File: src/verilog/dcp_pkg.sv
package dcp_pkg;

  // ****************************************
  // Timing
  // ****************************************
  localparam int unsigned DCP_CLK_MHZ     = 200;
  localparam int unsigned DCP_REF_MIN_MHZ = 4;
  localparam int unsigned DCP_REF_MAX_MHZ = 16;
  // Longest reference period rounds down, shortest rounds up
  localparam int unsigned DCP_REF_MAX_CYC = DCP_CLK_MHZ / DCP_REF_MIN_MHZ;
  localparam int unsigned DCP_REF_MIN_CYC = (DCP_CLK_MHZ + DCP_REF_MAX_MHZ - 1) / DCP_REF_MAX_MHZ;

  // ****************************************
  // Loop settings
  // ****************************************
  localparam int unsigned DCP_PLL_MULT   = 4;
  localparam int unsigned DCP_LOCK_EDGES = 8;
  localparam int unsigned DCP_CNT_W      = 8;
  localparam int unsigned DCP_LOCK_W     = 4;
  localparam int unsigned DCP_ACC_W      = DCP_CNT_W + 1;

  // ****************************************
  // Power modes and carriers
  // ****************************************
  typedef enum logic [1:0] {
    DCP_NORMAL,
    DCP_IDLE,
    DCP_SLEEP,
    DCP_HALT
  } dcp_mode_t;

  typedef struct packed {
    logic      valid;
    dcp_mode_t mode;
  } dcp_mode_req_t;

  typedef struct packed {
    logic irq_int;
    logic irq_ext;
    logic nmi;
  } dcp_wake_t;

  typedef struct packed {
    logic                 ref_prev;
    logic [DCP_CNT_W-1:0] cnt;
    logic [DCP_CNT_W-1:0] period;
    logic [DCP_ACC_W-1:0] acc;
    logic [DCP_LOCK_W-1:0] lock_cnt;
    logic                 locked;
    logic                 tick;
  } dcp_pll_state_t;

  typedef struct packed {
    dcp_mode_t mode;
    logic      ref_last;
    logic      proc_clk;
    logic      core_en;
    logic      periph_en;
    logic      wake;
  } dcp_top_state_t;

endpackage

File: src/verilog/dcp_pll.sv
module dcp_pll import dcp_pkg::*; #(
  parameter int unsigned MULT       = DCP_PLL_MULT,
  parameter int unsigned LOCK_EDGES = DCP_LOCK_EDGES
) (
  // Clock, reset, enable
  input  wire logic clk_in,
  input  wire logic rst_n_in,
  input  wire logic ce_in,
  // Reference
  input  wire logic ref_clock_in,
  // Loop outputs
  output logic      tick_out,
  output logic      locked_out
);

  // ****************************************
  // State
  // ****************************************
  localparam logic [DCP_CNT_W-1:0]  MAX_CYC = DCP_CNT_W'(DCP_REF_MAX_CYC);
  localparam logic [DCP_CNT_W-1:0]  MIN_CYC = DCP_CNT_W'(DCP_REF_MIN_CYC);
  localparam logic [DCP_ACC_W-1:0]  STEP    = DCP_ACC_W'(2 * MULT);
  localparam logic [DCP_LOCK_W-1:0] LOCK_LAST = DCP_LOCK_W'(LOCK_EDGES - 1);

  dcp_pll_state_t s;
  dcp_pll_state_t next_s;

  // ****************************************
  // Next state
  // ****************************************
  always_comb begin
    logic [DCP_CNT_W-1:0] diff;
    logic [DCP_ACC_W-1:0] sum;
    diff = '0;
    sum = '0;
    next_s = s;
    next_s.tick = 1'b0;
    if (ce_in) begin
      next_s.ref_prev = ref_clock_in;
      // Period measured on reference rising edges
      if (ref_clock_in && !s.ref_prev) begin
        next_s.period = s.cnt;
        next_s.cnt = DCP_CNT_W'(1);
        diff = (s.cnt >= s.period) ? s.cnt - s.period : s.period - s.cnt;
        if (s.cnt >= MIN_CYC && s.cnt <= MAX_CYC && diff <= DCP_CNT_W'(1)) begin
          if (s.lock_cnt == LOCK_LAST) begin
            next_s.locked = 1'b1;
          end else begin
            next_s.lock_cnt = s.lock_cnt + DCP_LOCK_W'(1);
          end
        end else begin
          next_s.lock_cnt = '0;
          next_s.locked = 1'b0;
        end
      end else if (s.cnt > MAX_CYC) begin
        // Stopped reference drops lock
        next_s.lock_cnt = '0;
        next_s.locked = 1'b0;
      end else begin
        next_s.cnt = s.cnt + DCP_CNT_W'(1);
      end
      // Phase accumulator: 2*MULT half periods per reference period
      if (s.locked) begin
        sum = s.acc + STEP;
        if (sum >= {1'b0, s.period}) begin
          next_s.acc = sum - {1'b0, s.period};
          next_s.tick = 1'b1;
        end else begin
          next_s.acc = sum;
        end
      end else begin
        next_s.acc = '0;
      end
    end
  end

  always_ff @(posedge clk_in or negedge rst_n_in) begin
    if (!rst_n_in) begin
      s <= '0;
    end else begin
      s <= next_s;
    end
  end

  assign tick_out = s.tick;
  assign locked_out = s.locked;

  // ****************************************
  // Checks
  // ****************************************
  no_tick_unlocked_a: assert property (@(posedge clk_in) disable iff (!rst_n_in)
    !s.locked |=> !tick_out) else $error("loop tick without lock");

  // Short reference periods need two ticks in a row, never three
  tick_spacing_a: assert property (@(posedge clk_in) disable iff (!rst_n_in)
    (tick_out ##1 tick_out) |=> !tick_out) else $error("loop ticks three in a row");

  lock_window_a: assert property (@(posedge clk_in) disable iff (!rst_n_in)
    $rose(locked_out) |-> (s.period >= MIN_CYC && s.period <= MAX_CYC))
    else $error("lock outside reference window");

endmodule

File: src/verilog/dcp_clock_power.sv
module dcp_clock_power import dcp_pkg::*; (
  // Clock, reset, enable
  input  wire logic    clk_in,
  input  wire logic    resetn_in,
  input  wire logic    ce_in,
  // Reference and clock selection
  input  wire logic    ref_clock_in,
  input  wire logic    pll_bypass_in,
  // Mode command and wake sources
  input  dcp_mode_req_t mode_req_in,
  input  dcp_wake_t    wake_in,
  // Clock outputs
  output logic         proc_clock_out,
  output logic         core_clk_en_out,
  output logic         periph_clk_en_out,
  // Status
  output dcp_mode_t    mode_out,
  output logic         pll_locked_out,
  output logic         wake_out
);

  // ****************************************
  // Reset release
  // ****************************************
  logic rst_meta;
  logic rst_n;

  always_ff @(posedge clk_in or negedge resetn_in) begin
    if (!resetn_in) begin
      rst_meta <= 1'b0;
      rst_n <= 1'b0;
    end else begin
      rst_meta <= 1'b1;
      rst_n <= rst_meta;
    end
  end

  // ****************************************
  // Loop
  // ****************************************
  logic pll_tick;
  logic pll_locked;

  // Loop has no mode input, so it never stops in low-power modes
  dcp_pll #(
    .MULT       (DCP_PLL_MULT),
    .LOCK_EDGES (DCP_LOCK_EDGES)
  ) u_pll (
    .clk_in       (clk_in),
    .rst_n_in     (rst_n),
    .ce_in        (ce_in),
    .ref_clock_in (ref_clock_in),
    .tick_out     (pll_tick),
    .locked_out   (pll_locked)
  );

  // ****************************************
  // State
  // ****************************************
  dcp_top_state_t s;
  dcp_top_state_t next_s;
  logic           bypass_tick;
  logic           proc_tick;
  logic           proc_rise;
  logic           any_wake;

  // Bypass edges need no counter, so a stopped reference just holds the clock
  assign bypass_tick = ref_clock_in != s.ref_last;
  assign proc_tick = pll_bypass_in ? bypass_tick : pll_tick;
  assign proc_rise = proc_tick && !s.proc_clk;
  assign any_wake = wake_in.irq_int || wake_in.irq_ext || wake_in.nmi;

  // ****************************************
  // Next state
  // ****************************************
  always_comb begin
    next_s = s;
    next_s.core_en = 1'b0;
    next_s.periph_en = 1'b0;
    next_s.wake = 1'b0;
    if (ce_in) begin
      next_s.ref_last = ref_clock_in;
      if (proc_tick) begin
        next_s.proc_clk = !s.proc_clk;
      end
      next_s.core_en = proc_rise && (s.mode == DCP_NORMAL);
      next_s.periph_en = proc_rise && (s.mode == DCP_NORMAL || s.mode == DCP_IDLE);
      case (s.mode)
        DCP_NORMAL: begin
          if (mode_req_in.valid) begin
            next_s.mode = mode_req_in.mode;
          end
        end
        DCP_IDLE: begin
          if (any_wake) begin
            next_s.mode = DCP_NORMAL;
            next_s.wake = 1'b1;
          end
        end
        DCP_SLEEP: begin
          // NMI arrives on a pin, so it counts as external
          if (wake_in.irq_ext || wake_in.nmi) begin
            next_s.mode = DCP_NORMAL;
            next_s.wake = 1'b1;
          end
        end
        DCP_HALT: begin
          if (wake_in.nmi) begin
            next_s.mode = DCP_NORMAL;
            next_s.wake = 1'b1;
          end
        end
        default: begin
          next_s.mode = DCP_NORMAL;
        end
      endcase
    end
  end

  // Reset itself is the last wake source: it always lands in normal mode
  always_ff @(posedge clk_in or negedge rst_n) begin
    if (!rst_n) begin
      s <= '0;
    end else begin
      s <= next_s;
    end
  end

  // ****************************************
  // Outputs
  // ****************************************
  assign proc_clock_out = s.proc_clk;
  assign core_clk_en_out = s.core_en;
  assign periph_clk_en_out = s.periph_en;
  assign mode_out = s.mode;
  assign pll_locked_out = pll_locked;
  assign wake_out = s.wake;

  // ****************************************
  // Checks
  // ****************************************
  normal_run_a: assert property (@(posedge clk_in) disable iff (!rst_n)
    (ce_in && s.mode == DCP_NORMAL && proc_rise) |=> (core_clk_en_out && periph_clk_en_out))
    else $error("normal mode did not clock core and peripherals");

  idle_core_off_a: assert property (@(posedge clk_in) disable iff (!rst_n)
    (ce_in && s.mode == DCP_IDLE && proc_rise) |=> (!core_clk_en_out && periph_clk_en_out))
    else $error("idle mode clock gating wrong");

  idle_wake_a: assert property (@(posedge clk_in) disable iff (!rst_n)
    (ce_in && s.mode == DCP_IDLE && any_wake) |=> (mode_out == DCP_NORMAL && wake_out))
    else $error("idle mode missed a wake");

  sleep_gate_a: assert property (@(posedge clk_in) disable iff (!rst_n)
    (ce_in && s.mode == DCP_SLEEP && !wake_in.irq_ext && !wake_in.nmi)
      |=> (mode_out == DCP_SLEEP && !core_clk_en_out && !periph_clk_en_out))
    else $error("sleep mode left or clocked without external wake");

  halt_nmi_only_a: assert property (@(posedge clk_in) disable iff (!rst_n)
    (ce_in && s.mode == DCP_HALT) |=> (mode_out == ($past(wake_in.nmi) ? DCP_NORMAL : DCP_HALT)))
    else $error("halt mode wake source wrong");

  lock_kept_a: assert property (@(posedge clk_in) disable iff (!rst_n)
    (pll_locked && s.mode != DCP_NORMAL && !ce_in) |=> pll_locked)
    else $error("lock lost while frozen in low-power mode");

  bypass_follow_a: assert property (@(posedge clk_in) disable iff (!rst_n)
    (ce_in && pll_bypass_in && bypass_tick) |=> (proc_clock_out != $past(proc_clock_out)))
    else $error("bypass clock did not follow reference");

  bypass_static_a: assert property (@(posedge clk_in) disable iff (!rst_n)
    (ce_in && pll_bypass_in && !bypass_tick) |=> $stable(proc_clock_out))
    else $error("bypass clock moved with a still reference");

  mode_enter_a: assert property (@(posedge clk_in) disable iff (!rst_n)
    (ce_in && s.mode == DCP_NORMAL && mode_req_in.valid) |=> mode_out == $past(mode_req_in.mode))
    else $error("mode command not taken");

  freeze_a: assert property (@(posedge clk_in) disable iff (!rst_n)
    !ce_in |=> ($stable(proc_clock_out) && $stable(mode_out)))
    else $error("state moved with enable low");

  // ****************************************
  // Checks: clock tree
  // ****************************************
  pll_runs_lp_a: assert property (@(posedge clk_in) disable iff (!rst_n)
    (ce_in && !pll_bypass_in && pll_tick && s.mode != DCP_NORMAL)
      |=> (proc_clock_out != $past(proc_clock_out)))
    else $error("loop clock stopped in a low-power mode");

  pll_still_a: assert property (@(posedge clk_in) disable iff (!rst_n)
    (ce_in && !pll_bypass_in && !pll_tick)
      |=> $stable(proc_clock_out))
    else $error("processor clock moved without a loop tick");

  bypass_no_lock_a: assert property (@(posedge clk_in) disable iff (!rst_n)
    (ce_in && pll_bypass_in && !pll_locked && bypass_tick)
      |=> (proc_clock_out != $past(proc_clock_out)))
    else $error("bypass clock waited for lock");

  proc_move_a: assert property (@(posedge clk_in) disable iff (!rst_n)
    (ce_in && proc_tick)
      |=> (proc_clock_out != $past(proc_clock_out)))
    else $error("clock pin missed a tick");

  proc_hold_a: assert property (@(posedge clk_in) disable iff (!rst_n)
    (ce_in && !proc_tick)
      |=> $stable(proc_clock_out))
    else $error("clock pin moved without a tick");

  core_on_rise_a: assert property (@(posedge clk_in) disable iff (!rst_n)
    core_clk_en_out
      |-> $rose(proc_clock_out))
    else $error("core enable away from a clock rise");

  periph_on_rise_a: assert property (@(posedge clk_in) disable iff (!rst_n)
    periph_clk_en_out
      |-> $rose(proc_clock_out))
    else $error("peripheral enable away from a clock rise");

  // ****************************************
  // Checks: mode machine
  // ****************************************
  core_normal_a: assert property (@(posedge clk_in) disable iff (!rst_n)
    core_clk_en_out
      |-> ($past(mode_out) == DCP_NORMAL))
    else $error("core clocked outside normal mode");

  periph_awake_a: assert property (@(posedge clk_in) disable iff (!rst_n)
    periph_clk_en_out
      |-> ($past(mode_out) == DCP_NORMAL || $past(mode_out) == DCP_IDLE))
    else $error("peripherals clocked in a deep mode");

  deep_gate_a: assert property (@(posedge clk_in) disable iff (!rst_n)
    (ce_in && (s.mode == DCP_SLEEP || s.mode == DCP_HALT))
      |=> (!core_clk_en_out && !periph_clk_en_out))
    else $error("deep mode left a clock running");

  sleep_wake_a: assert property (@(posedge clk_in) disable iff (!rst_n)
    (ce_in && s.mode == DCP_SLEEP && (wake_in.irq_ext || wake_in.nmi))
      |=> (mode_out == DCP_NORMAL && wake_out))
    else $error("sleep mode missed an external wake");

  sleep_hold_a: assert property (@(posedge clk_in) disable iff (!rst_n)
    (ce_in && s.mode == DCP_SLEEP && !wake_in.irq_ext && !wake_in.nmi)
      |=> !wake_out)
    else $error("sleep mode woke on an internal source");

  halt_wake_a: assert property (@(posedge clk_in) disable iff (!rst_n)
    (ce_in && s.mode == DCP_HALT && wake_in.nmi)
      |=> wake_out)
    else $error("halt mode missed the NMI");

  halt_hold_a: assert property (@(posedge clk_in) disable iff (!rst_n)
    (ce_in && s.mode == DCP_HALT && !wake_in.nmi)
      |=> (mode_out == DCP_HALT && !wake_out))
    else $error("halt mode woke without the NMI");

  idle_hold_a: assert property (@(posedge clk_in) disable iff (!rst_n)
    (ce_in && s.mode == DCP_IDLE && !any_wake)
      |=> (mode_out == DCP_IDLE && !wake_out))
    else $error("idle mode left without a wake");

  normal_no_wake_a: assert property (@(posedge clk_in) disable iff (!rst_n)
    (ce_in && s.mode == DCP_NORMAL)
      |=> !wake_out)
    else $error("wake pulse while already in normal mode");

  lp_no_command_a: assert property (@(posedge clk_in) disable iff (!rst_n)
    (ce_in && s.mode != DCP_NORMAL && !any_wake)
      |=> $stable(mode_out))
    else $error("low-power mode changed without a wake");

  wake_to_normal_a: assert property (@(posedge clk_in) disable iff (!rst_n)
    wake_out
      |-> (mode_out == DCP_NORMAL))
    else $error("wake pulse outside normal mode");

  wake_from_lp_a: assert property (@(posedge clk_in) disable iff (!rst_n)
    wake_out
      |-> ($past(mode_out) != DCP_NORMAL))
    else $error("wake pulse without a low-power mode");

endmodule

File: config.mk
export PLATFORM = sky130hd
export DESIGN_NAME = dcp_clock_power
export DESIGN_NICKNAME = d
export VERILOG_FILES = /design/src/verilog/dcp_pkg.sv /design/src/verilog/dcp_pll.sv /design/src/verilog/dcp_clock_power.sv
export SDC_FILE = /design/constraint.sdc
export NUM_CORES = 1
export LEC_CHECK = 0
export BUFFER_PORTS_ARGS = -buffer_cell sky130_fd_sc_hd__buf_2
export CAP_MARGIN = 20
export CORE_MARGIN = 2
export CORE_UTILIZATION = 65
export CTS_BUF_LIST = sky130_fd_sc_hd__clkbuf_4
export DETAILED_ROUTE_END_ITERATION = 12
export HOLD_SLACK_MARGIN = 0.05
export PLACE_DENSITY_LB_ADDON = 0.12
export SETUP_SLACK_MARGIN = 0.15
export SKIP_LAST_GASP = 1
export SLEW_MARGIN = 20
export SYNTH_ARGS = -nofsm -noshare
export SYNTH_HDL_FRONTEND = slang
export SYNTH_HIERARCHICAL = 1
export SYNTH_SLANG_ARGS = --single-unit
File: constraint.sdc
create_clock -name clk_in -period 2.03 [get_ports clk_in]
set_clock_uncertainty 0.15 [all_clocks]
set_input_delay 0.203 -clock clk_in [delete_from_list [all_inputs] [get_ports clk_in]]
set_output_delay 0.203 -clock clk_in [all_outputs]
set_load 0.02 [all_outputs]
==> metrics.cfg, run 1 <==
[run_status]
status = did not finish
stop_stage = global routing (5_1_grt)
tool.error = [ERROR DPL-0038] Utilization greater than 100%, impossible to legalize

[floorplanning]
chipHeight_um = 74.0
start_util = 0.674
boundaryPins = 18
die_w_um = 74.0
num_rows = 25

[placement]
hpwl_um = 6790
gp_congestion = 0.941
dpl.cell_count = 518
port-buffer-count = 17

[sta]
grt-worst-endpoint = u_pll/s[3]$_DFFE_PN0P_/D
worstEndpointType = register input

[logic_synthesis]
syn_avg_cell_area_um2 = 8.84
ys_warn_count = 6
synth_nets = 403
synth_top_cell_by_area = dfrtp_1
synth_cell_type_count = 65
netlist_area_mm2 = 0.00318
syn_inst = 360
async_flop_share = 1.00
yosys.cell_count.top_type = dfrtp_1
synth_top_area_frac = 0.322
synth_flop_cell = dfrtp_1
synth-edff-count = 0
synth.area.top_cells = dfrtp_1 32%, ha_1 11%, inv_1 3.8%
synthTopCellsByCount = 41 x dfrtp_1, 32 x inv_1, 29 x ha_1, 27 x nor2_1, 25 x nand2_1
ys_seq_area_frac = 0.322
ys_ff_latch = 41

[clock_network]
clock_sinks = 41
cts_buffer_depth = 2
htree_levels = 2
clockRootBuffer = clkbuf_4
cts_buffers = 5

[global_route]
grt_max_degree = 40

==> logic make-up after synthesis <==
kind of cell,share of synthesized area
AO/OA/AOI/OAI,0.206
XOR/XNOR,0.0495
adder cells (fa/ha/maj),0.133
buffers and inverters,0.0597
flip-flops,0.322
multiplexers,0.0232
other,0.00118
AND/OR/NAND/NOR,0.206
==> timing repair <==
action,in CTS
endpoints found under the setup margin,23
resized for setup,47
hold endpoints to repair,12
cloned,1
pin swaps,31
hold buffers,9
buffers inserted,19
==> metrics by stage <==
stage | instance area, µm² | TNS, ns | setup slack [ns] | hold WS (ns)
2_1_floorplan | 3290 | -5.66 | -0.595 | -0.243
3_3_place_gp | 4030 | -6.97 | -0.573 | -0.162
3_5_place_dp | 4030 | -8.67 | -0.620 | -0.156
4_1_cts | 4570 | -7.99 | -0.654 | 0.0678
==> run 2, diff against run 1 <==
--- a/config.mk
+++ b/config.mk
@@ -8,12 +8,9 @@
 export BUFFER_PORTS_ARGS = -buffer_cell sky130_fd_sc_hd__buf_2
 export CAP_MARGIN = 20
 export CORE_MARGIN = 2
-export CORE_UTILIZATION = 65
-export CTS_BUF_LIST = sky130_fd_sc_hd__clkbuf_4
+export CORE_UTILIZATION = 40
 export DETAILED_ROUTE_END_ITERATION = 12
-export HOLD_SLACK_MARGIN = 0.05
-export PLACE_DENSITY_LB_ADDON = 0.12
-export SETUP_SLACK_MARGIN = 0.15
+export PLACE_DENSITY_LB_ADDON = 0.15
 export SKIP_LAST_GASP = 1
 export SLEW_MARGIN = 20
 export SYNTH_ARGS = -nofsm -noshare
==> run 2 against run 1 <==
The flow now finishes, with violations (negative setup slack). Synthesized cell count did not move. Synthesized area did not move.
==> metrics.cfg, run 2 <==
[global_route]
grt_overflow_total = 0
grt_pass1_vias = 3197
grt_pass1_wl_um = 15100
grt_usage = 0.220
grt_antenna_before_repair = 0
grt_max_degree = 23

[floorplanning]
boundaryPins = 18  ; unchanged
core-area_mm2 = 0.00773
start_util = 0.412  ; -0.262
chipHeight_um = 93.2  ; +26%
num_rows = 32  ; +28%
die_w_um = 93.2  ; +26%
die_area_mm2 = 0.00869

[power]
p_leak_nw = 2.13
switching_share = 0.416
combinationalPowerShare = 0.690
ir_worst_vdd_mv = 0.513
internal_power_mw = 3.12
clkPwrFrac = 0.109
pwr-share-seq = 0.201
p_switching_mw = 2.22
cellPowerDensity_mw_per_mm2 = 1130

[drt]
vias = 3165
dr.pass1.iters = 5
first_iter_violations = 114
wl_um = 9300
route.detailed.wl_per_inst_um = 15.8
vias_per_cell = 5.36
antenna_left = 0
drc = 0

[sta]
setup_viol_count_final = 23
period_minus_slack_ns = 2.66
slew_headroom = 0.627
setup_slack_ns = -0.629
worst_pin_slew_ns = 0.557
fin_crit_sh = 1.31
hold_violations = 0
max_freq_mhz = 376
slew_violations = 0
setup_tns_ns = -8.13
rsz0062_at_grt = yes

[logic_synthesis]
ys_seq_area_frac = 0.322  ; unchanged
ys_warn_count = 6  ; unchanged
synth_top_cell_by_area = dfrtp_1
yosys.cell_count.top_type = dfrtp_1
synth_cell_type_count = 65  ; unchanged
syn_avg_cell_area_um2 = 8.84  ; unchanged
async_flop_share = 1.00  ; unchanged
synth.area.top_cells = dfrtp_1 32%, ha_1 11%, inv_1 3.8%
synthTopCellsByCount = 41 x dfrtp_1, 32 x inv_1, 29 x ha_1, 27 x nor2_1, 25 x nand2_1
ys_ff_latch = 41  ; unchanged
netlist_area_mm2 = 0.00318  ; unchanged
synth-edff-count = 0  ; unchanged
synth_top_area_frac = 0.322  ; unchanged
synth_nets = 403  ; unchanged
syn_inst = 360  ; unchanged
synth_flop_cell = dfrtp_1

[layout]
drive_gt1_frac = 0.430
syn2layout_area_growth_pct = 48.2
layout_common_cells = 104 x buf_4, 37 x dfrtp_1, 28 x inv_1
regMostFlops = u_pll/s
antenna_cells = 0
largest_register_ffs = 30
n_fill_cell = 646
layout_commonest_cell = buf_4
nets = 530

[setup_path]
cp.required_ns = 2.11
startpoint_type = flip-flop
crit_path_end_kind = flip-flop
worstSetupPathType = flip-flop to flip-flop
crit_fanout = 2
crit_arrival_ns = 2.74

[run_status]
status = finished with violations
violations = negative setup slack

[placement]
dp_slack_ns = -0.618  ; +0.00243 ns
port-buffer-count = 17  ; unchanged
hpwl_um = 6600  ; -2.9%
gp_congestion = 0.824  ; -12%

[clock_network]
cts_buffers = 5  ; unchanged
clockRootBuffer = clkbuf_8
clkTransAtPathRegs_ns = 0.09
clock_sinks = 41  ; unchanged
cts_buffer_depth = 2  ; unchanged
cts_tree = built
clk-insertion-delay-late_ns = 0.30
htree_levels = 2  ; unchanged

[job]
cap_violations = 0

[hold_path]
hold_class = primary input to async pin

-- run 2: cell counts after synthesis --
Identical to the previous run, type by type.
-- run 2: repair_timing --
action / 4_1_cts / 5_1_grt
setup buffers: 21 / 7
gates resized for setup: 35 / 29
endpoints found under the setup margin: 23 / 23
hold buffers: 3 / 0
pin swaps: 31 / 16
endpoints found under the hold margin: 12 / 0
gates cloned: 1 / 0
-- run 2: kinds of logic after synthesis --
family / Yosys count / synth area share
mux: 7 / 0.0232
buf+inv: 45 / 0.0597
simple gates: 123 / 0.206
compound gates: 93 / 0.206
fa+ha+maj: 32 / 0.133
flops: 41 / 0.322
xor+xnor: 18 / 0.0495
other cells: 1 / 0.00118
-- run 2: per-stage QoR --
| step | hold WS (ns) | instance area, µm² | total power, mW | cells | utilization |
|---|---|---|---|---|---|
| 2_1_floorplan | -0.243 | 3260 | 2.95 | 360 | - |
| 3_3_place_gp | -0.162 | 4090 | 3.96 | 557 | 0.529 |
| 3_5_place_dp | -0.161 | 4090 | 4.01 | 557 | 0.529 |
| 4_1_cts | 0.0361 | 4530 | 5.00 | 585 | 0.587 |
| 5_1_grt | 0.0484 | 4720 | 5.71 | 590 | 0.610 |
| 6_report | 0.0434 | 4720 | 5.34 | 590 | 0.610 |
-- run 2: worst max-delay path, stage by stage (launching register included) --
cell,delay [ns]
dfrtp_2,0.41
inv_2,0.07
ha_4,0.12
inv_2,0.03
fa_2,0.33
a21o_2,0.22
a21oi_4,0.15
mux2i_2,0.25
nand3_1,0.10
or4_4,0.43
o221a_1,0.25
o21ai_1,0.07
-- run 2: layer usage --
layer | share of wire | track usage
met1 | 0.45 | 0.288
met5 | 0 | 0
met2 | 0.50 | 0.380
met4 | 0.017 | 0.0515
met3 | 0.032 | 0.0355
-- run 2: area by class of cell --
| type | count | area (µm²) | area share |
|---|---|---|---|
| Tap cell | 102 | 128 | 0.0271 |
| Inverter | 32 | 120 | 0.0255 |
| Timing Repair Buffer | 133 | 1030 | 0.218 |
| Clock buffer | 5 | 68.8 | 0.0146 |
| Clock inverter | 3 | 25.0 | 0.00531 |
| Sequential cell | 41 | 1030 | 0.219 |
| Multi-Input combinational cell | 274 | 2320 | 0.491 |
-- run 2: power groups by stage --
stage / registers [mW] / clock network [mW] / logic [mW]
floorplan: 1.13 / 0 / 1.82
global placement: 1.08 / 0 / 2.88
detailed placement: 1.09 / 0 / 2.92
CTS: 1.07 / 0.597 / 3.34
global route: 1.09 / 0.628 / 3.99
finish: 1.07 / 0.582 / 3.69
-- run 2: final timing paths --
path / from / endpoint / slack, ns / cells after the start
max: u_pll/s[23] / u_pll/s[3] / -0.63 / 11
min: resetn_in / rst_n / 0.04 / 2
max reg2reg: u_pll/s[23] / u_pll/s[3] / -0.63 / 11
min reg2reg: rst_n / u_pll/s[12] / 0.11 / 1
max in group asynchronous: rst_n / u_pll/s[27] / 0.82 / 1
min in group clk_in: wake_in[2] / mode_out[0] / 0.06 / 4
No activity file was read; power rests on OpenSTA's default activity.
